**src/rtl/tdm_frame_timing_defs.vh**
```
// Constants for the TDM frame-timing front end
`ifndef TDM_FRAME_TIMING_DEFS_VH
`define TDM_FRAME_TIMING_DEFS_VH

// ==================================================================
// Frame geometry
`define FRAME_RATE_HZ       8000
`define MCLK_RATE_HZ        8192000
// Master clock cycles in one 125 us frame
`define FRAME_CYCLES        (`MCLK_RATE_HZ / `FRAME_RATE_HZ)

// ==================================================================
// Pulse widths as printed, in ns
`define MCLK_PERIOD_NS      122
`define PW_NARROW_NS        122
`define PW_WIDE_NS          244
`define FAST_PW_NARROW_NS   61
`define FAST_PW_WIDE_NS     122
// Pulse widths in master clock cycles
`define PW_NARROW_CYC       (`PW_NARROW_NS / `MCLK_PERIOD_NS)
`define PW_WIDE_CYC         (`PW_WIDE_NS / `MCLK_PERIOD_NS)

// ==================================================================
// Style detection and counter widths
`define IDLE_RUN            4'h8
`define CNT_W               11
`define HALF_W              8
`define STYLE_IDLE_RST      1'b1

`endif

```
**src/rtl/tdm_frame_timing_generator.v**
```verilog
// Frame-timing front end: input frame locate, output clocks and pulses
`timescale 1ns/1ps
// Behaviour
// - Input frame boundary on selected master edge
// - Input pulse width follows width select
// - Frame pulse style detected automatically
// - Slow output clock generated and driven
// - Output boundary on selected slow clock edge
// - Slow output pulse width follows width select
// - Output pulse 8 kHz, same style
// - Fast clock generated, boundary on selected edge
// - Fast pulse half width, 8 kHz repeat
`include "tdm_frame_timing_defs.vh"

module tdm_frame_timing_generator #(
  parameter FRAME_CYCLES = `FRAME_CYCLES // Master cycles per frame
) (
  input  wire REF_CLK_I,                // Block clock
  input  wire RESETN_I,                 // Async reset, active low
  input  wire MASTER_CLOCK_IN_I,        // Master clock pin
  input  wire FRAME_PULSE_IN_I,         // Input frame pulse pin
  input  wire INPUT_EDGE_SELECT_I,      // 1 rising, 0 falling
  input  wire OUTPUT_EDGE_SELECT_I,     // 1 rising, 0 falling
  input  wire FRAME_PULSE_WIDTH_SELECT_I, // 0 narrow, 1 wide
  output reg  SLOW_CLOCK_OUT_O,         // Slow output clock
  output reg  FRAME_PULSE_OUT_O,        // Slow output frame pulse
  output reg  FAST_CLOCK_OUT_O,         // Fast output clock
  output reg  FAST_FRAME_PULSE_OUT_O,   // Fast output frame pulse
  output reg  FRAME_START_O,            // One-cycle boundary strobe
  output reg  STYLE_GCI_O               // Detected style, 1 active high
);

  // ================================================================
  // Synchronisers
  reg  [1:0]  mclk_sync_reg;   // Master clock, two stages
  reg  [1:0]  fp_sync_reg;     // Frame pulse, two stages
  reg  [1:0]  cfg_in_reg;      // Input edge select, two stages
  reg  [1:0]  cfg_out_reg;     // Output edge select, two stages
  reg  [1:0]  cfg_w_reg;       // Width select, two stages
  reg         mclk_prev_reg;   // Last synced master level

  // Only the second stages are read by logic
  always @(posedge REF_CLK_I or negedge RESETN_I) begin
    if (!RESETN_I) begin
      mclk_sync_reg <= 2'h0;
      fp_sync_reg   <= {2{`STYLE_IDLE_RST}};
      cfg_in_reg    <= 2'h0;
      cfg_out_reg   <= 2'h0;
      cfg_w_reg     <= 2'h0;
      mclk_prev_reg <= 1'b0;
    end else begin
      mclk_sync_reg <= {mclk_sync_reg[0], MASTER_CLOCK_IN_I};
      fp_sync_reg   <= {fp_sync_reg[0], FRAME_PULSE_IN_I};
      cfg_in_reg    <= {cfg_in_reg[0], INPUT_EDGE_SELECT_I};
      cfg_out_reg   <= {cfg_out_reg[0], OUTPUT_EDGE_SELECT_I};
      cfg_w_reg     <= {cfg_w_reg[0], FRAME_PULSE_WIDTH_SELECT_I};
      mclk_prev_reg <= mclk_sync_reg[1];
    end
  end

  // ================================================================
  // Edge detection
  wire mclk_s    = mclk_sync_reg[1];            // Synced master level
  wire fp_s      = fp_sync_reg[1];              // Synced pulse level
  wire in_sel    = cfg_in_reg[1];               // Input edge choice
  wire out_sel   = cfg_out_reg[1];              // Output edge choice
  wire wide      = cfg_w_reg[1];                // Wide pulse mode
  wire any_edge  = mclk_s ^ mclk_prev_reg;      // Either master edge
  // Selected edge: rising when in_sel, else falling
  wire sel_edge  = any_edge & (mclk_s == in_sel);

  // ================================================================
  // Style detection and boundary location
  reg         idle_level_reg;   // Level the pulse rests at
  reg         last_fp_reg;      // Pulse level at previous edge
  reg  [3:0]  run_reg;          // Consecutive equal samples
  reg         pend_reg;         // Wide mode: boundary one edge later
  reg         boundary;         // Boundary at this selected edge

  // Active sample right after an idle one opens a pulse; shared by
  // the narrow boundary and the wide-mode pending flag
  function first_active;
    input cur;   // Pulse level at this edge
    input prev;  // Pulse level one edge earlier
    input idle;  // Learned idle level
    begin
      first_active = (cur != idle) & (prev == idle);
    end
  endfunction

  // A long run of one level marks the idle level; an idle-high
  // pulse is the native style, idle-low is the GCI style.
  always @(posedge REF_CLK_I or negedge RESETN_I) begin
    if (!RESETN_I) begin
      idle_level_reg <= `STYLE_IDLE_RST;
      last_fp_reg    <= `STYLE_IDLE_RST;
      run_reg        <= 4'h0;
      pend_reg       <= 1'b0;
    end else if (sel_edge) begin
      last_fp_reg <= fp_s;
      if (fp_s != last_fp_reg) begin
        run_reg <= 4'h0;
      end else if (run_reg != `IDLE_RUN) begin
        run_reg <= run_reg + 4'h1;
      end else begin
        idle_level_reg <= fp_s;
      end
      // Wide pulse spans two edges; boundary sits on the second
      pend_reg <= wide
                  & first_active(fp_s, last_fp_reg, idle_level_reg);
    end
  end

  // First active sample, or its successor in wide mode
  always @* begin
    boundary = 1'b0;
    if (sel_edge) begin
      if (wide) begin
        boundary = pend_reg;
      end else begin
        boundary = first_active(fp_s, last_fp_reg, idle_level_reg);
      end
    end
  end

  // ================================================================
  // Frame counter, master cycles since the boundary
  reg  [`CNT_W-1:0] frame_cnt_reg;  // Position in frame
  wire [`CNT_W-1:0] last_cnt = FRAME_CYCLES[`CNT_W-1:0] - 1'b1;
  wire              cnt_last = (frame_cnt_reg == last_cnt); // Final cycle

  // Free-running at 8 kHz, re-aligned on each found boundary
  always @(posedge REF_CLK_I or negedge RESETN_I) begin
    if (!RESETN_I) begin
      frame_cnt_reg <= {`CNT_W{1'b0}};
    end else if (boundary) begin
      frame_cnt_reg <= {`CNT_W{1'b0}};
    end else if (sel_edge) begin
      if (cnt_last) begin
        frame_cnt_reg <= {`CNT_W{1'b0}};
      end else begin
        frame_cnt_reg <= frame_cnt_reg + 1'b1;
      end
    end
  end

  // ================================================================
  // Half-period measurement for the fast clock midpoint
  reg  [`HALF_W-1:0] half_cnt_reg;  // Ref cycles since last edge
  reg  [`HALF_W-1:0] half_len_reg;  // Last measured half-period
  reg                mid_seen_reg;  // Midpoint toggle done
  // The count starts one cycle after the edge, so the midpoint sits
  // one below half the length; before a length is known this is the
  // top value, reached only if the master clock stalls.
  wire [`HALF_W-1:0] mid_point = (half_len_reg >> 1)
                                 - {{(`HALF_W-1){1'b0}},1'b1};
  wire               mid_hit = ~mid_seen_reg & ~any_edge
                       & (half_cnt_reg == mid_point);

  // Midpoint is taken from the previous half-period, so a jump in
  // master frequency skews the fast clock for one half-period only.
  always @(posedge REF_CLK_I or negedge RESETN_I) begin
    if (!RESETN_I) begin
      half_cnt_reg <= {`HALF_W{1'b0}};
      half_len_reg <= {`HALF_W{1'b0}};
      mid_seen_reg <= 1'b0;
    end else if (any_edge) begin
      half_len_reg <= half_cnt_reg + 1'b1;
      half_cnt_reg <= {`HALF_W{1'b0}};
      mid_seen_reg <= 1'b0;
    end else begin
      if (half_cnt_reg != {`HALF_W{1'b1}}) begin
        half_cnt_reg <= half_cnt_reg + 1'b1;
      end
      if (mid_hit) begin
        mid_seen_reg <= 1'b1;
      end
    end
  end

  // ================================================================
  // Output clocks and frame pulses
  // The count moves only at a selected edge, so in that cycle it still
  // shows the old value; the edge cycle goes to the new count so that
  // each pulse lasts whole master periods, not one cycle more.
  wire cnt_zero  = (frame_cnt_reg == {`CNT_W{1'b0}});
  wire cnt_one   = (frame_cnt_reg == {{(`CNT_W-1){1'b0}},1'b1});
  wire frame_beg = boundary | (sel_edge & cnt_last);
  wire at_zero   = frame_beg | (cnt_zero & ~sel_edge);
  wire at_one    = ~boundary & ((cnt_zero & sel_edge)
                                | (cnt_one & ~sel_edge));
  wire in_first = ~any_edge ? (mclk_s == in_sel) : sel_edge;
  reg  slow_act;   // Slow pulse active this cycle
  reg  fast_act;   // Fast pulse active this cycle

  // Slow pulse: one or two master cycles from the boundary;
  // fast pulse: half or one master cycle from the boundary.
  always @* begin
    slow_act = at_zero;
    fast_act = at_zero & in_first;
    if (wide) begin
      slow_act = at_zero | at_one;
      fast_act = at_zero;
    end
  end

  // All outputs registered; boundary edge type chosen by out_sel
  always @(posedge REF_CLK_I or negedge RESETN_I) begin
    if (!RESETN_I) begin
      SLOW_CLOCK_OUT_O       <= 1'b0;
      FAST_CLOCK_OUT_O       <= 1'b0;
      FRAME_PULSE_OUT_O      <= `STYLE_IDLE_RST;
      FAST_FRAME_PULSE_OUT_O <= `STYLE_IDLE_RST;
      FRAME_START_O          <= 1'b0;
      STYLE_GCI_O            <= 1'b0;
    end else begin
      SLOW_CLOCK_OUT_O <= mclk_s ^ in_sel ^ out_sel;
      if (any_edge) begin
        FAST_CLOCK_OUT_O <= out_sel;
      end else if (mid_hit) begin
        FAST_CLOCK_OUT_O <= ~out_sel;
      end
      // Active level is the opposite of the detected idle level
      FRAME_PULSE_OUT_O      <= slow_act ^ idle_level_reg;
      FAST_FRAME_PULSE_OUT_O <= fast_act ^ idle_level_reg;
      FRAME_START_O          <= boundary;
      STYLE_GCI_O            <= ~idle_level_reg;
    end
  end

endmodule

```
**config.mk**
```make
export PLATFORM = sky130hd
export DESIGN_NAME = tdm_frame_timing_generator
export DESIGN_NICKNAME = d
export VERILOG_FILES = /design/src/rtl/tdm_frame_timing_generator.v
export VERILOG_INCLUDE_DIRS = /design/src /design/src/rtl
export SDC_FILE = /design/constraint.sdc
export NUM_CORES = 1
export LEC_CHECK = 0
export BUFFER_PORTS_ARGS = -buffer_cell sky130_fd_sc_hd__buf_2
export CAP_MARGIN = 20
export CORE_UTILIZATION = 50
export CTS_BUF_LIST = sky130_fd_sc_hd__clkbuf_4 sky130_fd_sc_hd__clkbuf_8 sky130_fd_sc_hd__clkbuf_16
export DETAILED_ROUTE_END_ITERATION = 6
export MAX_ROUTING_LAYER = met4
export PLACE_DENSITY = 0.79
export SLEW_MARGIN = 30
export SYNTH_ARGS = -nofsm -noshare
export SYNTH_HDL_FRONTEND = slang
export SYNTH_SLANG_ARGS = --single-unit
```
**constraint.sdc**
```tcl
create_clock -name REF_CLK_I -period 2.35 [get_ports REF_CLK_I]
set_clock_uncertainty 0.15 [all_clocks]
set_input_delay 0.235 -clock REF_CLK_I [delete_from_list [all_inputs] [get_ports REF_CLK_I]]
set_output_delay 0.235 -clock REF_CLK_I [all_outputs]
set_load 0.02 [all_outputs]
```
# After elaboration in Yosys (flattened, before gate mapping)
# Index checks and enable logic that the tools add are counted.
[word_totals]
register_bits = 52
inputBits = 7
output_inout_bits = 6
word_cells = 84
[op_classes]
addsub = 4
n_eq_ne = 9
mux = 16
bitwise_logic = 28
n_reduce_logical = 7
[ops]
columns = ["op", "n"]
rows = [
  ["$mux W11", 3],
  ["$mux W8", 2],
  ["$add A11 B1 Y11 const B", 1],
  ["$and A1 B1 Y1", 11],
  ["$eq A11 B1 Y1 const B", 1],
  ["$eq A11 B10 Y1 const B", 1],
  ["$logic_not A11 Y1", 1],
  ["$mux W1", 9],
  ["$add A8 B1 Y8 const B", 1],
  ["$eq A8 B8 Y1", 1],
  ["$mux W4", 2],
  ["$ne A8 B8 Y1 const B", 1],
  ["$not A1 Y1", 8],
  ["$reduce_bool A2 Y1", 4],
  ["$sub A7 B1 Y8 const B", 1],
  ["$xor A1 B1 Y1", 5],
  ["$add A4 B1 Y4 const B", 1],
  ["$ne A4 B4 Y1 const B", 1],
  ["$or A1 B1 Y1", 4],
  ["$reduce_and A3 Y1", 1],
  ["$eq A1 B1 Y1", 2],
  ["$ne A1 B1 Y1", 2],
  ["$reduce_and A2 Y1", 1],
]

# Logic depth before layout (Yosys ltp)
[depth]
word_depth = 9
mapped_depth = 8
ltp_nobuf = 8

# Worst setup path after synthesis
# OpenSTA, ideal clock, no wires.
[synth_timing]
path_kind = "register to register"
startpoint = "register half_len_reg[1]"
endpoint = "register FAST_CLOCK_OUT_O"
setup_time_ns = 0.087
arrival_time_ns = 2.080
t_required_ns = 2.113
slack_ns = 0.033
stages_incl_launch_ff = 9
n_path_buf = 0
synth_period_minus_slack_ns = 2.317
path_cell_list = "dfrtp_1 > inv_1 > ha_1 > or3b_2 > nor3_1 > xnor2_1 > o2111ai_1 > or4_1 > o211ai_1"
[synth_via]
elab_chain_len = 4
[synth_rtl]
columns = ["item", "line_no", "rtl"]
rows = [
  ["from (decl)", "tdm_frame_timing_generator.v:150", "reg [`HALF_W-1:0] half_len_reg;"],
  ["from (signal assigned)", "tdm_frame_timing_generator.v:165", "half_len_reg <= {`HALF_W{1'b0}};"],
  ["from (signal assigned)", "tdm_frame_timing_generator.v:168", "half_len_reg <= half_cnt_reg + 1'b1;"],
  ["$sub A7 B1 Y8", "tdm_frame_timing_generator.v:155", "wire [`HALF_W-1:0] mid_point = (half_len_reg >> 1)"],
  ["$eq A8 B8 Y1", "tdm_frame_timing_generator.v:158", "& (half_cnt_reg == mid_point);"],
  ["$and A1 B1 Y1", "tdm_frame_timing_generator.v:158", ""],
  ["$reduce_bool A2 Y1 (no source line)", "-", ""],
  ["to (signal assigned)", "tdm_frame_timing_generator.v:219", "FAST_CLOCK_OUT_O <= out_sel;"],
  ["to (signal assigned)", "tdm_frame_timing_generator.v:221", "FAST_CLOCK_OUT_O <= ~out_sel;"],
  ["to (decl)", "tdm_frame_timing_generator.v:27", "output reg FAST_CLOCK_OUT_O,"],
]
# Every way passes these cells.
# A chain may end at the register's enable or synchronous reset.

# Worst setup path in the final report
# Same ends and word-level chain as after synthesis.

==> out/results.ini <==
[min_path]
hold_class=reg2reg

[power]
swShare_pct=30.6
p_clk_share_pct=25.3
power.internal_mw=1.52
pwr-share-comb_pct=25.8
ir_drop_v=0.000456
power_frac_seq_pct=48.9
p_sw_mw=0.671
finalPower_mw=2.19
p_per_area_nw_per_um2=752
leakagePower_nw=1.27

[routing]
wl_met3_um=177
top_layer=met4
ant_nets=0
drtPass1Iterations=4
routed_via_density=5.53
drc_errors=0
drtIter0Drc=130
wl_met1_mm=2.39
wl_per_cell_um=14.0
num_vias=1942
wl_mm=4.91
dr_wl_met2_mm=2.27

[critical_path]
rr_endpoint=FAST_CLOCK_OUT_O
critical_path_class=reg2reg
critPathMaxStageDelay_ns=0.49
crit_chain=inv_1 -> ha_1 -> or3b_4 -> nor3_2 -> xnor2_1 -> o2111ai_2 -> or4_1 -> o211ai_1
rr_worst_depth=8
endpoint=FAST_CLOCK_OUT_O
reg2reg_slack_ns=0.08
startpoint_type=register
path_delay_family=simple AND/OR/NAND/NOR gates
timing.rr.start=half_len_reg[1]
crit_required_ns=2.42
worstPathArrival_ns=2.34
crit_slowest_cell=or4_1
critPathMaxFanout=2
crit_cells=8
worst_setup_path_end_kind=register
path_buf_inv=1
startpoint=half_len_reg[1]

[place]
io_buffer_count=12
place_hpwl_mm=3.43
place.gp.congestion=0.896

[synth]
synth_xor_area_share_pct=8.01
syn_area_um2=2520
post_synth.cell_area_avg_um2=9.95
yosys_warnings=0
synth-simple-area-share_pct=18.8
yosysUniqueCellTypes=43
syn_inst=253
synthMuxAreaShare_pct=0.398
synth_flop_cell=dfrtp_1
synth-compound-area-share_pct=15.9
synth_top_family_by_area=simple AND/OR/NAND/NOR gates
ys_ff_latch=51
synth_edf_count=0
synth_fa_ha_area_share_pct=3.48
yosysSeqAreaShare_pct=51.0
async_flop_share_pct=100
synth_nets=267

[timing]
rsz0062_at_grt=yes
worstMarginPinSlew_ns=0.546
setup_viol=0
fin_crit_sh_pct=96.8
relSlewSlack_pct=63.3
hold_viol=0
period_minus_slack_ns=2.27
tns_ns=0
max_freq_mhz=440
maxSlewViolCount=0
holdWs_ns=0.205

[floorplan]
pin_count=13
fp.dieW_um=72.9
rows=25
die_height_um=72.9
core_area_um2=4790
start_util_pct=52.6
dieArea_um2=5320

[finish]
nets=297
drive_above_1_share_pct=17.3
final_cell_mix=45 x dfrtp_1, 35 x nand2_1, 21 x o21ai_0
area_delta_synth_final_pct=16.0
diodes=0
seq_area_um2=1280
nFillCells=393
largest_register_ffs=11
multiInputGateArea_um2=1190
final_common_cell=dfrtp_1

[flow_run]
timing.max_cap.violations=0

[clock_network]
clock_latency_ns=0.30
htreeDepth=2
cts_buffers=5
path_clk_slew_ns=0.09
cts_tree=done
clock_sinks=51
ctsLongestPathBuffers=2
clockRootBuffer=clkbuf_8

[global_route]
grt_max_degree=30
first_global_vias=1884
gr-usage-all-layers_pct=21.2
grt_pass1_wl_mm=8.37
antenna_found_initial=0
overflow=0

[status]
status=finished clean

## metal layers
metal	vias to the layer above	track usage, %
met2	44	32.1
met4	0	7.84
met1	946	27.9
li1	943	-
met5	-	-
met3	9	4.83
## area by class of cell
cell class,count,area share (%)
clock buffer,8,3.56
inverter,10,1.29
multi-input combinational,186,40.9
sequential,51,44.0
tap,67,2.87
timing repair buffer,29,7.37
## power by group through the flow
| stage | Combinational (mW) | Clock (mW) | Sequential, mW |
|---|---|---|---|
| finish | 0.565 | 0.556 | 1.07 |
| CTS | 0.545 | 0.571 | 1.07 |
| global route | 0.638 | 0.602 | 1.09 |
| global placement | 0.513 | 0 | 1.08 |
| detailed placement | 0.533 | 0 | 1.09 |
| floorplan | 0.332 | 0 | 1.11 |
## synthesized netlist by cell type (all sizes together) (2+ instances only)
cell type / instances / share of area (%)
a21boi: 2 / 0.60
a21oi: 12 / 2.4
a31oi: 3 / 0.75
a32o: 2 / 0.80
and3: 6 / 1.5
clkbuf: 6 / 0.90
dfrtp: 45 / 45
dfstp: 6 / 6.3
ha: 7 / 3.5
inv: 10 / 1.5
nand2: 35 / 5.2
nand2b: 6 / 1.5
nand3: 7 / 1.4
nand4: 3 / 0.99
nor2: 20 / 3.3
nor3: 6 / 1.2
nor3b: 3 / 0.90
nor4: 2 / 0.50
o211ai: 2 / 0.60
o21a: 3 / 0.90
o21ai: 22 / 4.5
o31ai: 6 / 2.0
or3: 2 / 0.70
or4: 2 / 0.60
xnor2: 18 / 6.3
xor2: 5 / 1.7
## through the flow
step | setup WS, ns | area [um^2] | util, % | instances
2_1_floorplan | 0.0330 | 2520 | - | 253
3_3_place_gp | 0.0624 | 2730 | 56.9 | 336
3_5_place_dp | -0.00373 | 2730 | 56.9 | 336
4_1_cts | 0.0185 | 2890 | 60.5 | 350
5_1_grt | -0.0494 | 2920 | 61.0 | 351
6_report | 0.0760 | 2920 | 61.0 | 351
## worst register-to-register path: stages (launching register included)
cell and delay (ns):
dfrtp_1 0.38, inv_1 0.08, ha_1 0.16, or3b_4 0.39, nor3_2 0.13, xnor2_1 0.17
o2111ai_2 0.14, or4_1 0.49, o211ai_1 0.10
## kinds of logic (layout without fill, tap and decap cells)
| logic type | Yosys count | in the layout |
|---|---|---|
| compound gates | 60 | 60 |
| flops | 51 | 51 |
| mux | 1 | 1 |
| buf+inv | 16 | 47 |
| simple gates | 95 | 95 |
| fa+ha+maj | 7 | 7 |
| xor+xnor | 23 | 23 |
## how the worst min path moves through the flow
stage	startpoint	cells past startpoint	end
floorplan	RESETN_I	0	FAST_CLOCK_OUT_O
global placement	RESETN_I	1	half_cnt_reg[2]
detailed placement	RESETN_I	1	half_cnt_reg[2]
CTS	fp_sync_reg[0]	0	fp_sync_reg[1]
global route	fp_sync_reg[0]	0	fp_sync_reg[1]
finish	cfg_out_reg[0]	0	cfg_out_reg[1]
## what timing repair did
action,CTS,global route
setup buffers,0,1
hold buffers,6,0
pin swaps,0,1
setup endpoints to repair,1,2
hold endpoints to repair,27,0
resized for setup,1,4
Power figures use the tool's default switching activity.
